$ cat config.mk
export PLATFORM = sky130hd
export DESIGN_NAME = tlb_ctrl
export DESIGN_NICKNAME = d
export VERILOG_FILES = /design/src/tlb_pkg.sv /design/src/tlb_ctrl.sv
export SDC_FILE = /design/constraint.sdc
export NUM_CORES = 1
export LEC_CHECK = 0
export BUFFER_PORTS_ARGS = -buffer_cell sky130_fd_sc_hd__buf_4
export CAP_MARGIN = 20
export CORE_AREA = 10 10 137 189
export CTS_CLUSTER_DIAMETER = 30
export DETAILED_ROUTE_END_ITERATION = 8
export DIE_AREA = 0 0 147 199
export PLACE_DENSITY = 0.61
export SYNTH_ARGS = -nofsm -noshare
export SYNTH_HDL_FRONTEND = slang
export SYNTH_SLANG_ARGS = --single-unit
$ cat constraint.sdc
create_clock -name clk -period 4.2 [get_ports clk]
set_clock_uncertainty 0.2 [all_clocks]
set_input_delay 0.84 -clock clk [delete_from_list [all_inputs] [get_ports clk]]
set_output_delay 0.84 -clock clk [all_outputs]
set_load 0.03 [all_outputs]
$ cat src/tlb_pkg.sv
// Package for the telemetry converter and low-side breaker control block
package tlb_pkg;

    // ****************************************************************
    // Timing
    // ****************************************************************
    localparam int  CLK_PERIOD_PS      = 4000;
    localparam int  FIRST_RESULT_US    = 3600;
    localparam int  REFRESH_US         = 1800;
    // Cycles per microsecond first, so the product stays inside an int
    localparam int  CYC_PER_US         = 1000000 / CLK_PERIOD_PS;
    localparam int  FIRST_CYC          = FIRST_RESULT_US * CYC_PER_US;
    localparam int  REFRESH_CYC        = REFRESH_US * CYC_PER_US;
    localparam int  FAULT_FILTER_CYC   = 250;
    localparam int  RESTART_CYC        = 250000;

    // ****************************************************************
    // Register offsets
    // ****************************************************************
    localparam logic [7:0] CFG_ADDR    = 8'h10;
    localparam logic [7:0] RESULT_ADDR = 8'h11;
    localparam logic [7:0] SRC_ADDR0   = 8'h20;

    // ****************************************************************
    // Field layout and reset values
    // ****************************************************************
    localparam int  SEL_LSB            = 0;
    localparam int  MODE_LSB           = 5;
    localparam int  GAIN_BIT           = 7;
    localparam int  FRESH_BIT          = 12;
    localparam logic [15:0] CFG_RESET  = 16'h0000;
    localparam int  NPORTS             = 5;

    // Converter input selection codes
    localparam logic [4:0] SEL_TEMP    = 5'h00;
    localparam logic [4:0] SEL_LOW_I0  = 5'h01;
    localparam logic [4:0] SEL_VIN     = 5'h08;
    localparam logic [4:0] SEL_VPORT0  = 5'h09;

    // Sampling modes
    localparam logic [1:0] MODE_OFF    = 2'h0;
    localparam logic [1:0] MODE_SINGLE = 2'h1;
    localparam logic [1:0] MODE_CONT   = 2'h2;

    typedef enum logic [1:0] {
        CV_IDLE,
        CV_FIRST,
        CV_REFRESH
    } tlb_conv_state_t;

    // Register access request
    typedef struct packed {
        logic        wr;
        logic        rd;
        logic [7:0]  addr;
        logic [15:0] wdata;
    } tlb_reg_req_t;

endpackage : tlb_pkg

$ cat src/tlb_ctrl.sv
// Telemetry converter control and low-side breaker supervision
//
// Function
// - Turn the return switch gate fully on when the first port reaches idle.
// - Sense above threshold for filter time trips breaker, forces ports overload.
// - Ports 1,2 share one sense input, ports 3,4 another, port 0 own.
// - Deep-sleep return switch closed; trip or overcurrent opens, restart closes.
// - Hold all non-disabled ports overloaded while negative-voltage fault keeps breaker tripped.
// - Five-bit field selects temperature, low-side current, supply or port voltage.
// - Two-bit mode field enables single-shot or continuous conversion.
// - First result about 3.6 ms after start, then every 1.8 ms continuous.
// - Fresh-result flag sits at bit 12 above the twelve-bit result.
// - Temperature code is 2048 offset, four codes per kelvin.
// - Port source-current result refreshes every 1.8 ms, valid in power states.
// - Source-current code is offset binary around 2048, ten units per code.
// - Low-side current result is offset binary, 100 uV per code.
// - Voltage results choose high or low gain in continuous mode.
// - Port voltage is positive output minus negative output, differential.
`timescale 1ns/1ps
module tlb_ctrl
    import tlb_pkg::*;
#(
    parameter int FIRST_CYCLES   = FIRST_CYC,
    parameter int REFRESH_CYCLES = REFRESH_CYC,
    parameter int RESTART_CYCLES = RESTART_CYC
) (
    // Clock and reset
    input  wire logic                     clk,
    input  wire logic                     reset,
    // Register access
    input  wire tlb_reg_req_t             reg_req,
    output logic [15:0]                   reg_rdata,
    // Sampled converter core, one code per input selection
    input  wire logic [11:0]              conv_code,
    input  wire logic [NPORTS-1:0][11:0]  src_code,
    output logic [4:0]                    conv_mux_sel,
    output logic                          conv_high_gain,
    output logic                          conv_sample,
    // Port state from the port machines
    input  wire logic [NPORTS-1:0]        port_idle,
    input  wire logic [NPORTS-1:0]        port_disabled,
    input  wire logic [NPORTS-1:0]        port_powered,
    input  wire logic [NPORTS-1:0]        port_overcurrent,
    // Low-side comparators, one per sense input (pins)
    input  wire logic [2:0]               return_over_threshold,
    // Breaker and switch controls
    output logic                          return_switch_gate,
    output logic [NPORTS-1:0]             force_overload,
    output logic                          sleep_return_closed,
    output logic                          breaker_tripped
);

    // ****************************************************************
    // Pin synchronisers
    // ****************************************************************
    logic [2:0] thr_s1_q, thr_s2_q;
    always_ff @(posedge clk) begin
        if (reset) begin
            thr_s1_q <= '0;
            thr_s2_q <= '0;
        end else begin
            thr_s1_q <= return_over_threshold;
            thr_s2_q <= thr_s1_q;
        end
    end

    // ****************************************************************
    // Configuration register
    // ****************************************************************
    logic [15:0] cfg_q, cfg_d;
    logic        start;
    always_comb begin
        cfg_d = cfg_q;
        start = 1'b0;
        if (reg_req.wr && reg_req.addr == CFG_ADDR) begin
            cfg_d = reg_req.wdata;
            start = 1'b1;
        end
    end
    always_ff @(posedge clk) begin
        if (reset) cfg_q <= CFG_RESET;
        else       cfg_q <= cfg_d;
    end

    logic [4:0] sel;
    logic [1:0] mode;
    assign sel  = cfg_q[SEL_LSB +: 5];
    assign mode = cfg_q[MODE_LSB +: 2];
    // Selection drives the analog mux; port voltage is differential
    assign conv_mux_sel   = sel;
    // Gain choice takes effect in continuous mode only
    assign conv_high_gain = cfg_q[GAIN_BIT] && (mode == MODE_CONT);

    // ****************************************************************
    // Shared converter sequencer
    // ****************************************************************
    tlb_conv_state_t st_q, st_d;
    logic [31:0] cnt_q, cnt_d;
    logic        done;
    always_comb begin
        st_d = st_q;
        cnt_d = cnt_q;
        done = 1'b0;
        if (start) begin
            cnt_d = '0;
            st_d = (cfg_d[MODE_LSB +: 2] == MODE_SINGLE ||
                    cfg_d[MODE_LSB +: 2] == MODE_CONT) ? CV_FIRST : CV_IDLE;
        end else begin
            unique case (st_q)
                CV_IDLE: cnt_d = '0;
                CV_FIRST: begin
                    cnt_d = cnt_q + 32'h0000_0001;
                    if (cnt_q == 32'(FIRST_CYCLES - 1)) begin
                        done = 1'b1;
                        cnt_d = '0;
                        // Single shot stops after one result
                        st_d = (mode == MODE_CONT) ? CV_REFRESH : CV_IDLE;
                    end
                end
                CV_REFRESH: begin
                    cnt_d = cnt_q + 32'h0000_0001;
                    if (cnt_q == 32'(REFRESH_CYCLES - 1)) begin
                        done = 1'b1;
                        cnt_d = '0;
                    end
                end
            endcase
        end
    end
    always_ff @(posedge clk) begin
        if (reset) begin
            st_q  <= CV_IDLE;
            cnt_q <= '0;
        end else begin
            st_q  <= st_d;
            cnt_q <= cnt_d;
        end
    end
    assign conv_sample = done;

    // ****************************************************************
    // Result and fresh flag
    // ****************************************************************
    // Code is stored raw; offset-binary 2048 scalings apply
    logic [11:0] res_q, res_d;
    logic        fresh_q, fresh_d;
    logic        rd_result;
    assign rd_result = reg_req.rd && reg_req.addr == RESULT_ADDR;
    always_comb begin
        res_d = res_q;
        fresh_d = fresh_q;
        if (start) fresh_d = 1'b0;            // Old result marked stale, code kept
        else if (rd_result) fresh_d = 1'b0;
        if (done) begin                       // Set wins over clear
            res_d = conv_code;
            fresh_d = 1'b1;
        end
    end
    always_ff @(posedge clk) begin
        if (reset) begin
            res_q   <= '0;
            fresh_q <= 1'b0;
        end else begin
            res_q   <= res_d;
            fresh_q <= fresh_d;
        end
    end

    // ****************************************************************
    // Per-port source-current results
    // ****************************************************************
    logic [31:0] sc_cnt_q, sc_cnt_d;
    logic        sc_tick;
    logic [NPORTS-1:0][11:0] src_q, src_d;
    always_comb begin
        sc_tick = (sc_cnt_q == 32'(REFRESH_CYCLES - 1));
        sc_cnt_d = sc_tick ? '0 : sc_cnt_q + 32'h0000_0001;
    end
    generate
        for (genvar p = 0; p < NPORTS; p++) begin : g_src
            // Refresh only while the port is powered
            always_comb begin
                src_d[p] = src_q[p];
                if (sc_tick && port_powered[p]) src_d[p] = src_code[p];
            end
        end
    endgenerate
    always_ff @(posedge clk) begin
        if (reset) begin
            sc_cnt_q <= '0;
            src_q    <= '0;
        end else begin
            sc_cnt_q <= sc_cnt_d;
            src_q    <= src_d;
        end
    end

    // ****************************************************************
    // Read mux
    // ****************************************************************
    always_comb begin
        reg_rdata = 16'h0000;
        if (reg_req.addr == CFG_ADDR)
            reg_rdata = cfg_q;
        else if (reg_req.addr == RESULT_ADDR)
            reg_rdata = {3'b000, fresh_q, res_q};
        else
            for (int i = 0; i < NPORTS; i++)
                if (reg_req.addr == SRC_ADDR0 + 8'(i))
                    reg_rdata = {4'h0, src_q[i]};
    end

    // ****************************************************************
    // Low-side breaker
    // ****************************************************************
    // Sense inputs: 0 for port 0, 1 for ports 1-2, 2 for ports 3-4
    logic [7:0] flt_q, flt_d;
    logic       trip_q, trip_d;
    logic       gate_q, gate_d;
    always_comb begin
        flt_d = (|thr_s2_q) ? flt_q + 8'h01 : 8'h00;
        trip_d = trip_q;
        if (|thr_s2_q && flt_q == 8'(FAULT_FILTER_CYC - 1)) begin
            trip_d = 1'b1;
            flt_d  = flt_q;
        end
        // Trip held while the fault persists
        if (trip_q && !(|thr_s2_q) && !(|port_idle) && gate_q == 1'b0)
            trip_d = 1'b0;
        gate_d = gate_q;
        if (|port_idle && !trip_q) gate_d = 1'b1;
        if (trip_q) gate_d = 1'b0;
    end
    always_ff @(posedge clk) begin
        if (reset) begin
            flt_q  <= '0;
            trip_q <= 1'b0;
            gate_q <= 1'b0;
        end else begin
            flt_q  <= flt_d;
            trip_q <= trip_d;
            gate_q <= gate_d;
        end
    end
    assign return_switch_gate = gate_q;
    assign breaker_tripped    = trip_q;
    // Every port out of disabled goes to overload
    assign force_overload     = trip_q ? ~port_disabled : '0;

    // ****************************************************************
    // Deep-sleep return switch
    // ****************************************************************
    logic [31:0] rs_q, rs_d;
    logic        open_q, open_d;
    always_comb begin
        rs_d = rs_q;
        open_d = open_q;
        if (trip_q || |port_overcurrent) begin
            open_d = 1'b1;
            rs_d = '0;
        end else if (open_q) begin
            rs_d = rs_q + 32'h0000_0001;
            if (rs_q == 32'(RESTART_CYCLES - 1)) open_d = 1'b0;
        end
    end
    always_ff @(posedge clk) begin
        if (reset) begin
            rs_q   <= '0;
            open_q <= 1'b0;
        end else begin
            rs_q   <= rs_d;
            open_q <= open_d;
        end
    end
    assign sleep_return_closed = !open_q;
endmodule : tlb_ctrl

# Word-level counts from Yosys, hierarchy flattened
# Cells that the tools add are included.
# op_classes
eq_ne	17
bitwise	2
n_addsub	4
n_reduce_logical	32
muxes	29
# op_table
cell	count
32-bit by 1-bit adder with 32-bit output (second input constant)	3
16-bit two-way mux	6
32-bit one-hot mux with 3 select lines	1
32-bit by 19-bit == test with 1-bit output (second input constant)	2
32-bit two-way mux	2
8-bit by 6-bit == test with 1-bit output (second input constant)	5
32-bit by 18-bit == test with 1-bit output (second input constant)	1
32-bit by 20-bit == test with 1-bit output (second input constant)	1
8-bit by 5-bit == test with 1-bit output (second input constant)	2
1-bit logical AND	13
12-bit two-way mux	1
1-bit two-way mux	11
2-bit OR reduction	5
5-bit OR reduction	2
8-bit by 1-bit adder with 8-bit output (second input constant)	1
8-bit == test (second input constant)	1
2-bit two-way mux	4
8-bit two-way mux	1
7-bit two-way mux	1
2-bit == test (second input constant)	3
5-bit two-way mux	1
5-bit NOT	1
2-bit by 1-bit == test with 1-bit output (second input constant)	2
1-bit zero test	4
other kinds (8)	10
# word_totals
out_inout_bits	31
ff_bits	204
elab_cells	103
in_bits	123

# Logic depth before layout (Yosys ltp)
# Gate-level depths: netlist (run 1).
# depth
word_depth	8
mapped_depth	8
ltp_nobuf	7

# Worst setup path after synthesis (run 1)
# OpenSTA, ideal clock, no wires.
# synth_timing
path_kind	input -> output
start	in reg_req[19] (netlist bit)
end	out reg_rdata[10]
arrival_ns	2.667
n_path_buf	3
path_stages	7
required_ns	3.160
slack_ns	0.493
path_cell_list	buf_4 or4_4 or4_4 buf_6 buf_4 a31oi_1 a21o_1
# synth_between
elab_chain_len	8
# synth_rtl
element	line	text
from (decl)	tlb_ctrl.sv:31	input wire tlb_reg_req_t reg_req,
8-bit by 6-bit == test with 1-bit output	tlb_ctrl.sv:209	if (reg_req.addr == SRC_ADDR0 + 8'(i))
12-bit two-way mux	tlb_ctrl.sv:209	
16-bit two-way mux (4 in series)	tlb_ctrl.sv:209	
16-bit two-way mux	tlb_ctrl.sv:205	else if (reg_req.addr == RESULT_ADDR)
16-bit two-way mux (*)	tlb_ctrl.sv:203	if (reg_req.addr == CFG_ADDR)
to (decl)	tlb_ctrl.sv:32	output logic [15:0] reg_rdata,
# Every way passes the cells marked *; elsewhere a longest branch is shown, timed or not.

# Worst setup path after layout (run 1)
# layout_timing
start	in reg_req[18] (netlist bit)
end	out reg_rdata[11]
# Same word-level chain as after synthesis.

==> impl_metrics.yaml, run 1 <==
critical_path:
  cp.required_ps: 3160
  ff2ff_path_depth: 7
  crit_buf_inv: 2
  crit_fanout: 25
  worstPathArrival_ps: 2800
  rrSetupSlack_ps: 1420
  worstSetupStartpointType: "input pin"
  r2r_start: "cnt_q[0]"
  crit_path_end_kind: "output pin"
  path_cells: "buf_4 -> or4_4 -> or4_4 -> a21boi_0 -> a31oi_1 -> a21o_1 -> buf_4"
  r2r_end: "cnt_q[5]"
  critPathMaxStageDelay_ps: 670
  cp_top_family: "simple AND/OR/NAND/NOR gates"
  cpMaxStageDelayCell: "or4_4"
  critPathKind: "in -> out"
timing:
  whs_ps: 242
  fmax_mhz: 260
  period_minus_slack_ps: 3840
  fin_ws_ps: 357
  min_period_over_period_pct: 91.5
  tns_ps: 0
  drv_slew: 0
  maxSlewHeadroom_pct: 41.1
  hold_viol_final: 0
  rsz0062_at_grt: "false"
  worst-slew-pin-transition_ps: 884
  setup_violations: 0
detailed_routing:
  vias: 8124
  wire_per_inst_um: 16.9
  dr.max_layer_used: "met4"
  dr.pass1.iters: 5
  dr_wl_met2_mm: 12.9
  via_per_inst: 5.23
  wl_met3_mm: 1.50
  drcViolationCount: 0
  wirelength_mm: 26.3
  drtAntennaViolNets: 0
  drt_iter0_drc: 379
  wl_met1_mm: 10.7
layout:
  diodes: 0
  fillerInstances: 2129
  layout-drive-gt1-share_pct: 20.4
  area_growth_pct: 27.3
  postLayoutCellArea_um2: 12000
  regArea_um2: 4080
  nets: 1355
  multi_input_area_um2: 4960
global_routing:
  grt_max_degree: 74
  track_usage_pct: 17.2
  grt_pass1_vias: 8084
  grt_overflow: 0
  antenna_found_initial: 0
  grt_pass1_wl_mm: 41.6
synth:
  synth_top_area_share_pct: 43.3
  synth_area_um2: 9440
  yosys_warnings: 0
  synth_cell_type_count: 54
  synth.ff_latch_count: 204
  yosysTopAreaCell: "dfxtp_1"
  synthFlopType: "dfxtp_1"
  synth_edf_count: 0
  syn_nets: 1212
  syn_avg_cell_area_um2: 8.72
  syn_inst: 1082
  seq_area_frac_synth_pct: 43.3
  synth.area.top_cells: "dfxtp_1, mux2i_1, nor2_1"
  async_reset_ff_share_pct: 0
flow_run:
  maxCapViolations: 0
placement:
  post-dp-hpwl_mm: 19.5
  port_buffers: 153
  dpl-instance-area_um2: 10700
  dp_slack_ps: 366
  place.gp.congestion: 0.830
worst_hold_path:
  min_path_type: "reg -> reg"
  min_path_cells: 1
  hold_end: "thr_s2_q[0]"
  hp-start: "thr_s1_q[0]"
clock_tree:
  numCtsBuffers: 38
  cts_setup_buffers: 0
  clkSlewWorstSetupHoldPaths_ps: 50
  clk_latency_ps: 510
  cts_tree: "yes"
  htree_levels: 2
  ctsHoldBuffers: 0
  clock-root-buffer: "clkbuf_16"
  cts_resized: 0
  clock_path_buffers: 3
  cts_sinks: 204
floorplanning:
  start_util_pct: 42.2
  io_pins: 154
  dieHeight_um: 199
  num_rows: 65
  core_area_um2: 22400
  die_x_um: 147
  dieArea_um2: 29300
outcome:
  status: "completed"
power_and_ir_drop:
  vdd_drop_max_mv: 0.353
  leakage_nw: 5.02
  powerDensity_nw_per_um2: 429
metrics by stage:
stage	std cells	utilization, %	total power, mW
5_1_grt	1553	53.7	5.31
2_1_floorplan	1082	-	2.06
3_5_place_dp	1486	48.1	2.17
3_3_place_gp	1486	48.1	2.17
4_1_cts	1553	53.7	5.21
6_report	1553	53.7	5.15
cells in the mapped netlist, types with 2 or more instances:
cell type and n:
dfxtp_1 204, nor2_1 175, nand2_1 82, mux2i_1 75
xor2_1 52, nand4_1 44, a21oi_1 40, nand3_1 38
xnor2_1 38, clkbuf_1 36, nor3_1 32, nor4_1 27
o21ai_0 21, inv_1 19, and3_1 16, nor2b_1 13
a21o_1 12, a22oi_1 12, a31oi_1 12, o22ai_1 12
and4_1 11, buf_2 10, and2_1 9, nor2_2 8
or3_1 8, buf_4 7, buf_6 7, ha_1 7
nor4b_1 6, nand4_2 5, or4_1 5, nand2b_1 4
nand4b_1 4, a21boi_0 3, nor3b_1 3, nor4_4 3
and3b_1 2, and4b_1 2, buf_1 2, or4_4 2
kinds of logic (layout without fill, tap and decap cells):
logic type | Yosys count | count (layout) | synth area share (%)
simple gates | 504 | 504 | 27.5
xor+xnor | 90 | 90 | 8.35
flops | 204 | 204 | 43.3
mux | 75 | 75 | 7.95
fa+ha+maj | 7 | 7 | 0.928
buf+inv | 83 | 253 | 4.40
compound gates | 119 | 119 | 7.57
where the power goes:
| part | internal (mW) | total [mW] | switching [mW] |
|---|---|---|---|
| Combinational | 0.0968 | 0.181 | 0.0837 |
| Sequential | 1.95 | 1.95 | 0.00596 |
| Clock | 2.00 | 3.02 | 1.02 |
placed cells by master (no fill, tap or decap), types with 13 or more instances in the layout:
cell type,n
buf_4,167
mux2i_1,75
clkbuf_16,39
nand4_1,44
nand2_1,82
a21oi_1,40
xor2_1,52
and3_1,16
nor4_1,24
nor2_1,175
nor2b_1,13
inv_1,19
o21ai_0,21
xnor2_1,38
nand3_1,38
dfxtp_1,204
nor3_1,32
layer usage:
metal | global-route usage, % | vias up
met3 | 4.71 | 64
met2 | 29.8 | 220
met4 | 8.94 | 0
li1 | - | 4081
met1 | 18.9 | 3759
met5 | 0 | -
how the worst max path moves through the flow:
stage	cells past startpoint	start	end	slack, ps
CTS	7	reg_req[18]	reg_rdata[11]	370
global placement	7	reg_req[18]	reg_rdata[11]	370
finish	7	reg_req[18]	reg_rdata[11]	360
detailed placement	7	reg_req[18]	reg_rdata[11]	370
global route	6	cnt_q[0]	conv_sample	280
floorplan	7	reg_req[19]	reg_rdata[10]	490
flip-flops by register name, indices dropped and copies added (netlist names), 3 cells and up:
| signal | flops |
|---|---|
| thr_s1_q | 3 |
| cfg_q | 16 |
| sc_cnt_q | 32 |
| cnt_q | 32 |
| rs_q | 32 |
| src_q | 60 |
| thr_s2_q | 3 |
| res_q | 12 |
| flt_q | 8 |
area by class of cell:
type,count,area share [%]
inverter,19,0.593
sequential,204,34.0
tap,301,3.13
multi-input combinational,795,41.3
clock inverter,21,1.98
timing repair buffer,167,10.4
clock buffer,46,8.59
Note: power is estimated with default switching activity, not from simulation.
==> inputs of run 2 (changes only) <==
Settings changed: CELL_PAD_IN_SITES_DETAIL_PLACEMENT set to 0, CELL_PAD_IN_SITES_GLOBAL_PLACEMENT set to 1, PLACE_DENSITY 0.61 to 0.77.
==> run 2 against run 1 <==
Effect of this change:
- via count increased by 0.25%
- utilization grew 0.49 points
- non-clock buffer count up 2
- clock-buffer cell count is 4 higher
- clock power grew 5%
- sequential share of layout area fell by 0.31 points
- maximum frequency fell by 1.1%
- combinational power hardly changed
- critical endpoint is now reg_rdata[9]
==> impl_metrics.yaml, run 2 (same netlist as run 1, synthesis figures left out) <==
outcome:
  status: "completed"
placement:
  port_buffers: 153
  place.gp.congestion: 0.810
  dp_cells: 1488
  post-dp-hpwl_mm: 19.7
  dpl-instance-area_um2: 10800
  dp_slack_ps: 310
power_and_ir_drop:
  vdd_drop_max_mv: 0.314
  leakage_nw: 5.06
  powerDensity_nw_per_um2: 438
worst_hold_path:
  min_path_cells: 1
  hold_end: "thr_s2_q[2]"
  min_path_type: "reg -> reg"
  hp-start: "thr_s1_q[2]"
global_routing:
  grt_overflow: 0
  grt_max_degree: 63
  track_usage_pct: 17.5
  grt_pass1_wl_mm: 42.0
  grt_pass1_vias: 8094
  antenna_found_initial: 0
detailed_routing:
  wirelength_mm: 26.8
  dr.max_layer_used: "met4"
  dr.pass1.iters: 5
  vias: 8144
  wl_met3_mm: 1.51
  wire_per_inst_um: 17.2
  via_per_inst: 5.23
  dr_wl_met2_mm: 13.5
  drcViolationCount: 0
  drt_iter0_drc: 403
  drtAntennaViolNets: 0
  wl_met1_mm: 10.9
timing:
  whs_ps: 240
  setup_violations: 0
  min_period_over_period_pct: 92.6
  period_minus_slack_ps: 3890
  fmax_mhz: 257
  worst-slew-pin-transition_ps: 1030
  maxSlewHeadroom_pct: 31.3
  rsz0062_at_grt: "false"
  drv_slew: 0
  hold_viol_final: 0
  fin_ws_ps: 312
  tns_ps: 0
layout:
  most-common-layout-cells: "dfxtp_1, nor2_1, buf_4, nand2_1, mux2i_1"
  layout_commonest_cell: "dfxtp_1"
  fin_cells: 1558
  diodes: 0
  postLayoutCellArea_um2: 12100
  nets: 1358
  regMostFlops: "src_q"
  layout-drive-gt1-share_pct: 20.8
  largest_register_ffs: 60
  area_growth_pct: 28.5
critical_path:
  ff2ff_path_depth: 7
  cp.required_ps: 3160
  critPathMaxStageDelay_ps: 620
  worstPathArrival_ps: 2850
  crit_path_end_kind: "output pin"
  r2r_end: "cnt_q[3]"
  cpMaxStageDelayCell: "or4_4"
  path_cells: "buf_4 -> or4_4 -> or4_4 -> buf_4 -> nor2_2 -> a31oi_1 -> a21o_1 -> buf_4"
  critPathMostFrequentCell: "buf_4"
  r2r_start: "cnt_q[0]"
  crit_fanout: 16
  worstSetupStartpointType: "input pin"
  critPathKind: "in -> out"
  rrSetupSlack_ps: 1280
clock_tree:
  htree_levels: 2
  numCtsBuffers: 39
  cts_setup_buffers: 0
  clkSlewWorstSetupHoldPaths_ps: 50
  cts_resized: 0
  clock_path_buffers: 3
  ctsHoldBuffers: 0
  cts_sinks: 204
  cts_tree: "yes"
  clock-root-buffer: "clkbuf_16"
  clk_latency_ps: 510
floorplanning:
  num_rows: 65
  die_x_um: 147
  io_pins: 154
  dieArea_um2: 29300
  core_area_um2: 22400
  dieHeight_um: 199
  start_util_pct: 42.2
flow_run:
  maxCapViolations: 0
run 2: cell count changes in the layout (fill, tap and decap cells not counted), sizes merged:
cell / delta
buf: +2
clkbuf: +4
clkinv: -1
clkinvlp: +2
inv: -2
run 2: per-stage QoR:
stage,power [mW],utilization (%)
2_1_floorplan,2.06,-
3_3_place_gp,2.17,48.1
3_5_place_dp,2.17,48.1
6_report,5.31,54.2
4_1_cts,5.38,54.2
5_1_grt,5.48,54.2
run 2: power breakdown:
group          switching (mW)  leakage [nW]  internal, mW  total, mW
logic                  0.0853          2.75        0.0968      0.182
registers             0.00579          1.65          1.95       1.95
clock network            1.04         0.663          2.14       3.18
total                    1.13          5.06          4.18       5.31
run 2: worst max-delay path, delay by kind of cell:
family	cells	cell delay, ps
and+or+nand+nor	3	1270
buffers and inverters	3	510
AOI/OAI and AO/OA	2	230
run 2: worst max-delay path by stage:
stage / start / to / slack (ps)
after floorplan: reg_req[19] / reg_rdata[10] / 490
after global placement: reg_req[18] / reg_rdata[9] / 320
after detailed placement: reg_req[18] / reg_rdata[9] / 310
after CTS: reg_req[18] / reg_rdata[9] / 310
after global routing: reg_req[18] / reg_rdata[3] / 270
final: reg_req[18] / reg_rdata[9] / 310
run 2: area by class of cell:
| cell class | instances | area [um2] |
|---|---|---|
| clock buffers | 50 | 1120 |
| clock inverters | 20 | 245 |
| fillers | 2101 | 10200 |
| inverters | 19 | 71.3 |
| multi-input cells | 795 | 4960 |
| flip-flops and latches | 204 | 4080 |
| well taps | 301 | 377 |
| repair buffers | 169 | 1270 |
run 2: routing by layer:
layer | track usage [%] | vias to the layer above
li1 | - | 4085
met1 | 19.4 | 3816
met2 | 31.4 | 189
met3 | 4.48 | 54
met4 | 6.84 | 0
met5 | 0 | -
==> inputs of run 3 (changes only) <==
Settings changed: CORE_AREA 10 10 137 189 to 10 10 177 146, DIE_AREA 0 0 147 199 to 0 0 187 156, PLACE_DENSITY 0.77 to 0.78.
==> run 3 against run 2 <==
Effect of this change:
- highest routed layer unchanged
- utilization is 1.3 points higher
- cell count is 0.77% higher
- register-to-register slack better by 30 ps
- worst hold slack worse by 1.1 ps
- critical path depth is 1 lower
- sequential share of layout area is 0.56 points lower
- clock-buffer cell count is 2 higher
- flip-flop and latch count stayed put
- largest cell class unchanged
==> impl_metrics.yaml, run 3 (same netlist as run 1, synthesis figures left out) <==
critical_path:
  critPathKind: "in -> out"
  crit_path_end_kind: "output pin"
  worstSetupStartpointType: "input pin"
  crit_fanout: 25
  critPathMaxStageDelay_ps: 670
  cp.required_ps: 3160
  worstPathArrival_ps: 2810
  path_cells: "buf_4 -> or4_4 -> or4_4 -> a21boi_0 -> a31oi_1 -> a21o_1 -> buf_4"
  cpMaxStageDelayCell: "or4_4"
detailed_routing:
  via_per_inst: 5.29
  wirelength_mm: 26.9
  drcViolationCount: 0
  dr.pass1.iters: 5
  vias: 8306
  drtAntennaViolNets: 0
  wire_per_inst_um: 17.1
  drt_iter0_drc: 574
layout:
  layout_commonest_cell: "dfxtp_1"
  most-common-layout-cells: "dfxtp_1, nor2_1, buf_4, nand2_1, mux2i_1"
  finish.utilization_pct: 55.6
  area_growth_pct: 30.7
  nets: 1362
  diodes: 0
  largest_register_ffs: 60
  fillerInstances: 2075
  regMostFlops: "src_q"
  layout-drive-gt1-share_pct: 21.3
global_routing:
  grt_pass1_wl_mm: 42.9
  track_usage_pct: 17.8
  antenna_found_initial: 0
  grt_pass1_vias: 7929
  grt_max_degree: 75
  grt_overflow: 0
timing:
  tns_ps: 0
  maxSlewHeadroom_pct: 36.4
  min_period_over_period_pct: 91.6
  setup_violations: 0
  hold_viol_final: 0
  period_minus_slack_ps: 3850
  drv_slew: 0
  fin_ws_ps: 354
  rsz0062_at_grt: "false"
  worst-slew-pin-transition_ps: 945
  fmax_mhz: 260
floorplanning:
  num_rows: 49
  core_area_um2: 22200
  dieArea_um2: 29200
  start_util_pct: 42.5
  io_pins: 154
  die_x_um: 187
  dieHeight_um: 156
placement:
  post-dp-hpwl_mm: 19.3
  dp_slack_ps: 357
  place.gp.congestion: 0.903
  port_buffers: 153
clock_tree:
  ctsHoldBuffers: 0
  htree_levels: 2
  cts_tree: "yes"
  cts_resized: 0
  clock-root-buffer: "clkbuf_16"
  clk_latency_ps: 510
  numCtsBuffers: 43
  cts_sinks: 204
  cts_setup_buffers: 0
  clkSlewWorstSetupHoldPaths_ps: 40
  clock_path_buffers: 3
outcome:
  status: "completed"
flow_run:
  maxCapViolations: 0
power_and_ir_drop:
  leakage_nw: 5.15
  vdd_drop_max_mv: 0.289
  powerDensity_nw_per_um2: 465
worst_hold_path:
  min_path_type: "reg -> reg"
[run 3: cell types whose count changed in the layout (fill, tap and decap cells not counted)]
cell        before  now
clkbuf_4         0    1
clkinv_4         7    3
bufinv_16        4    8
clkbuf_16       41   45
clkinv_2         3    5
buf_4          169  168
clkbuf_1         3    2
clkbuf_8         6    5
clkinvlp_4       3    6
[run 3: worst paths after layout]
path          startpoint            end  slack, ps  cells after the start
min reg2reg  thr_s1_q[1]    thr_s2_q[1]        240                      1
max reg2reg  sc_cnt_q[4]      src_q[55]       1310                      5
min          thr_s1_q[1]    thr_s2_q[1]        240                      1
max          reg_req[18]  reg_rdata[11]        350                      7
[run 3: area by class of cell]
class | instances | area (um2) | area share (%)
clock buffer | 52 | 1200 | 9.75
sequential | 204 | 4080 | 33.1
clock inverter | 25 | 363 | 2.94
inverter | 19 | 71.3 | 0.578
timing repair buffer | 169 | 1270 | 10.3
multi-input combinational | 795 | 4960 | 40.2
tap | 306 | 383 | 3.10
[run 3: metrics by stage]
| step | hold WS (ps) | std cells | power, mW | area (um2) |
|---|---|---|---|---|
| after floorplan | 214 | 1082 | 2.06 | 9440 |
| final | 239 | 1570 | 5.74 | 12300 |
| after global placement | 221 | 1492 | 2.18 | 10800 |
| after global routing | 261 | 1570 | 5.91 | 12300 |
| after detailed placement | 226 | 1492 | 2.18 | 10800 |
| after CTS | 243 | 1569 | 5.80 | 12300 |
[run 3: worst max-delay path, delay by kind of cell]
kind | cells | cell delay [ps]
AO/OA/AOI/OAI | 3 | 440
buffers and inverters | 2 | 260
AND/OR/NAND/NOR | 2 | 1250
[run 3: layer usage]
metal	up-vias	global-route usage (%)	wire length, um
li1	4090	-	-
met5	-	0	0
met1	3916	24.5	13000
met4	0	5.52	447
met2	261	26.6	11700
met3	39	4.87	1780
[run 3: power by group]
part | internal, mW | switching (mW)
registers | 1.95 | 0.00574
clock network | 2.52 | 1.07
logic | 0.0969 | 0.0898
total | 4.57 | 1.17
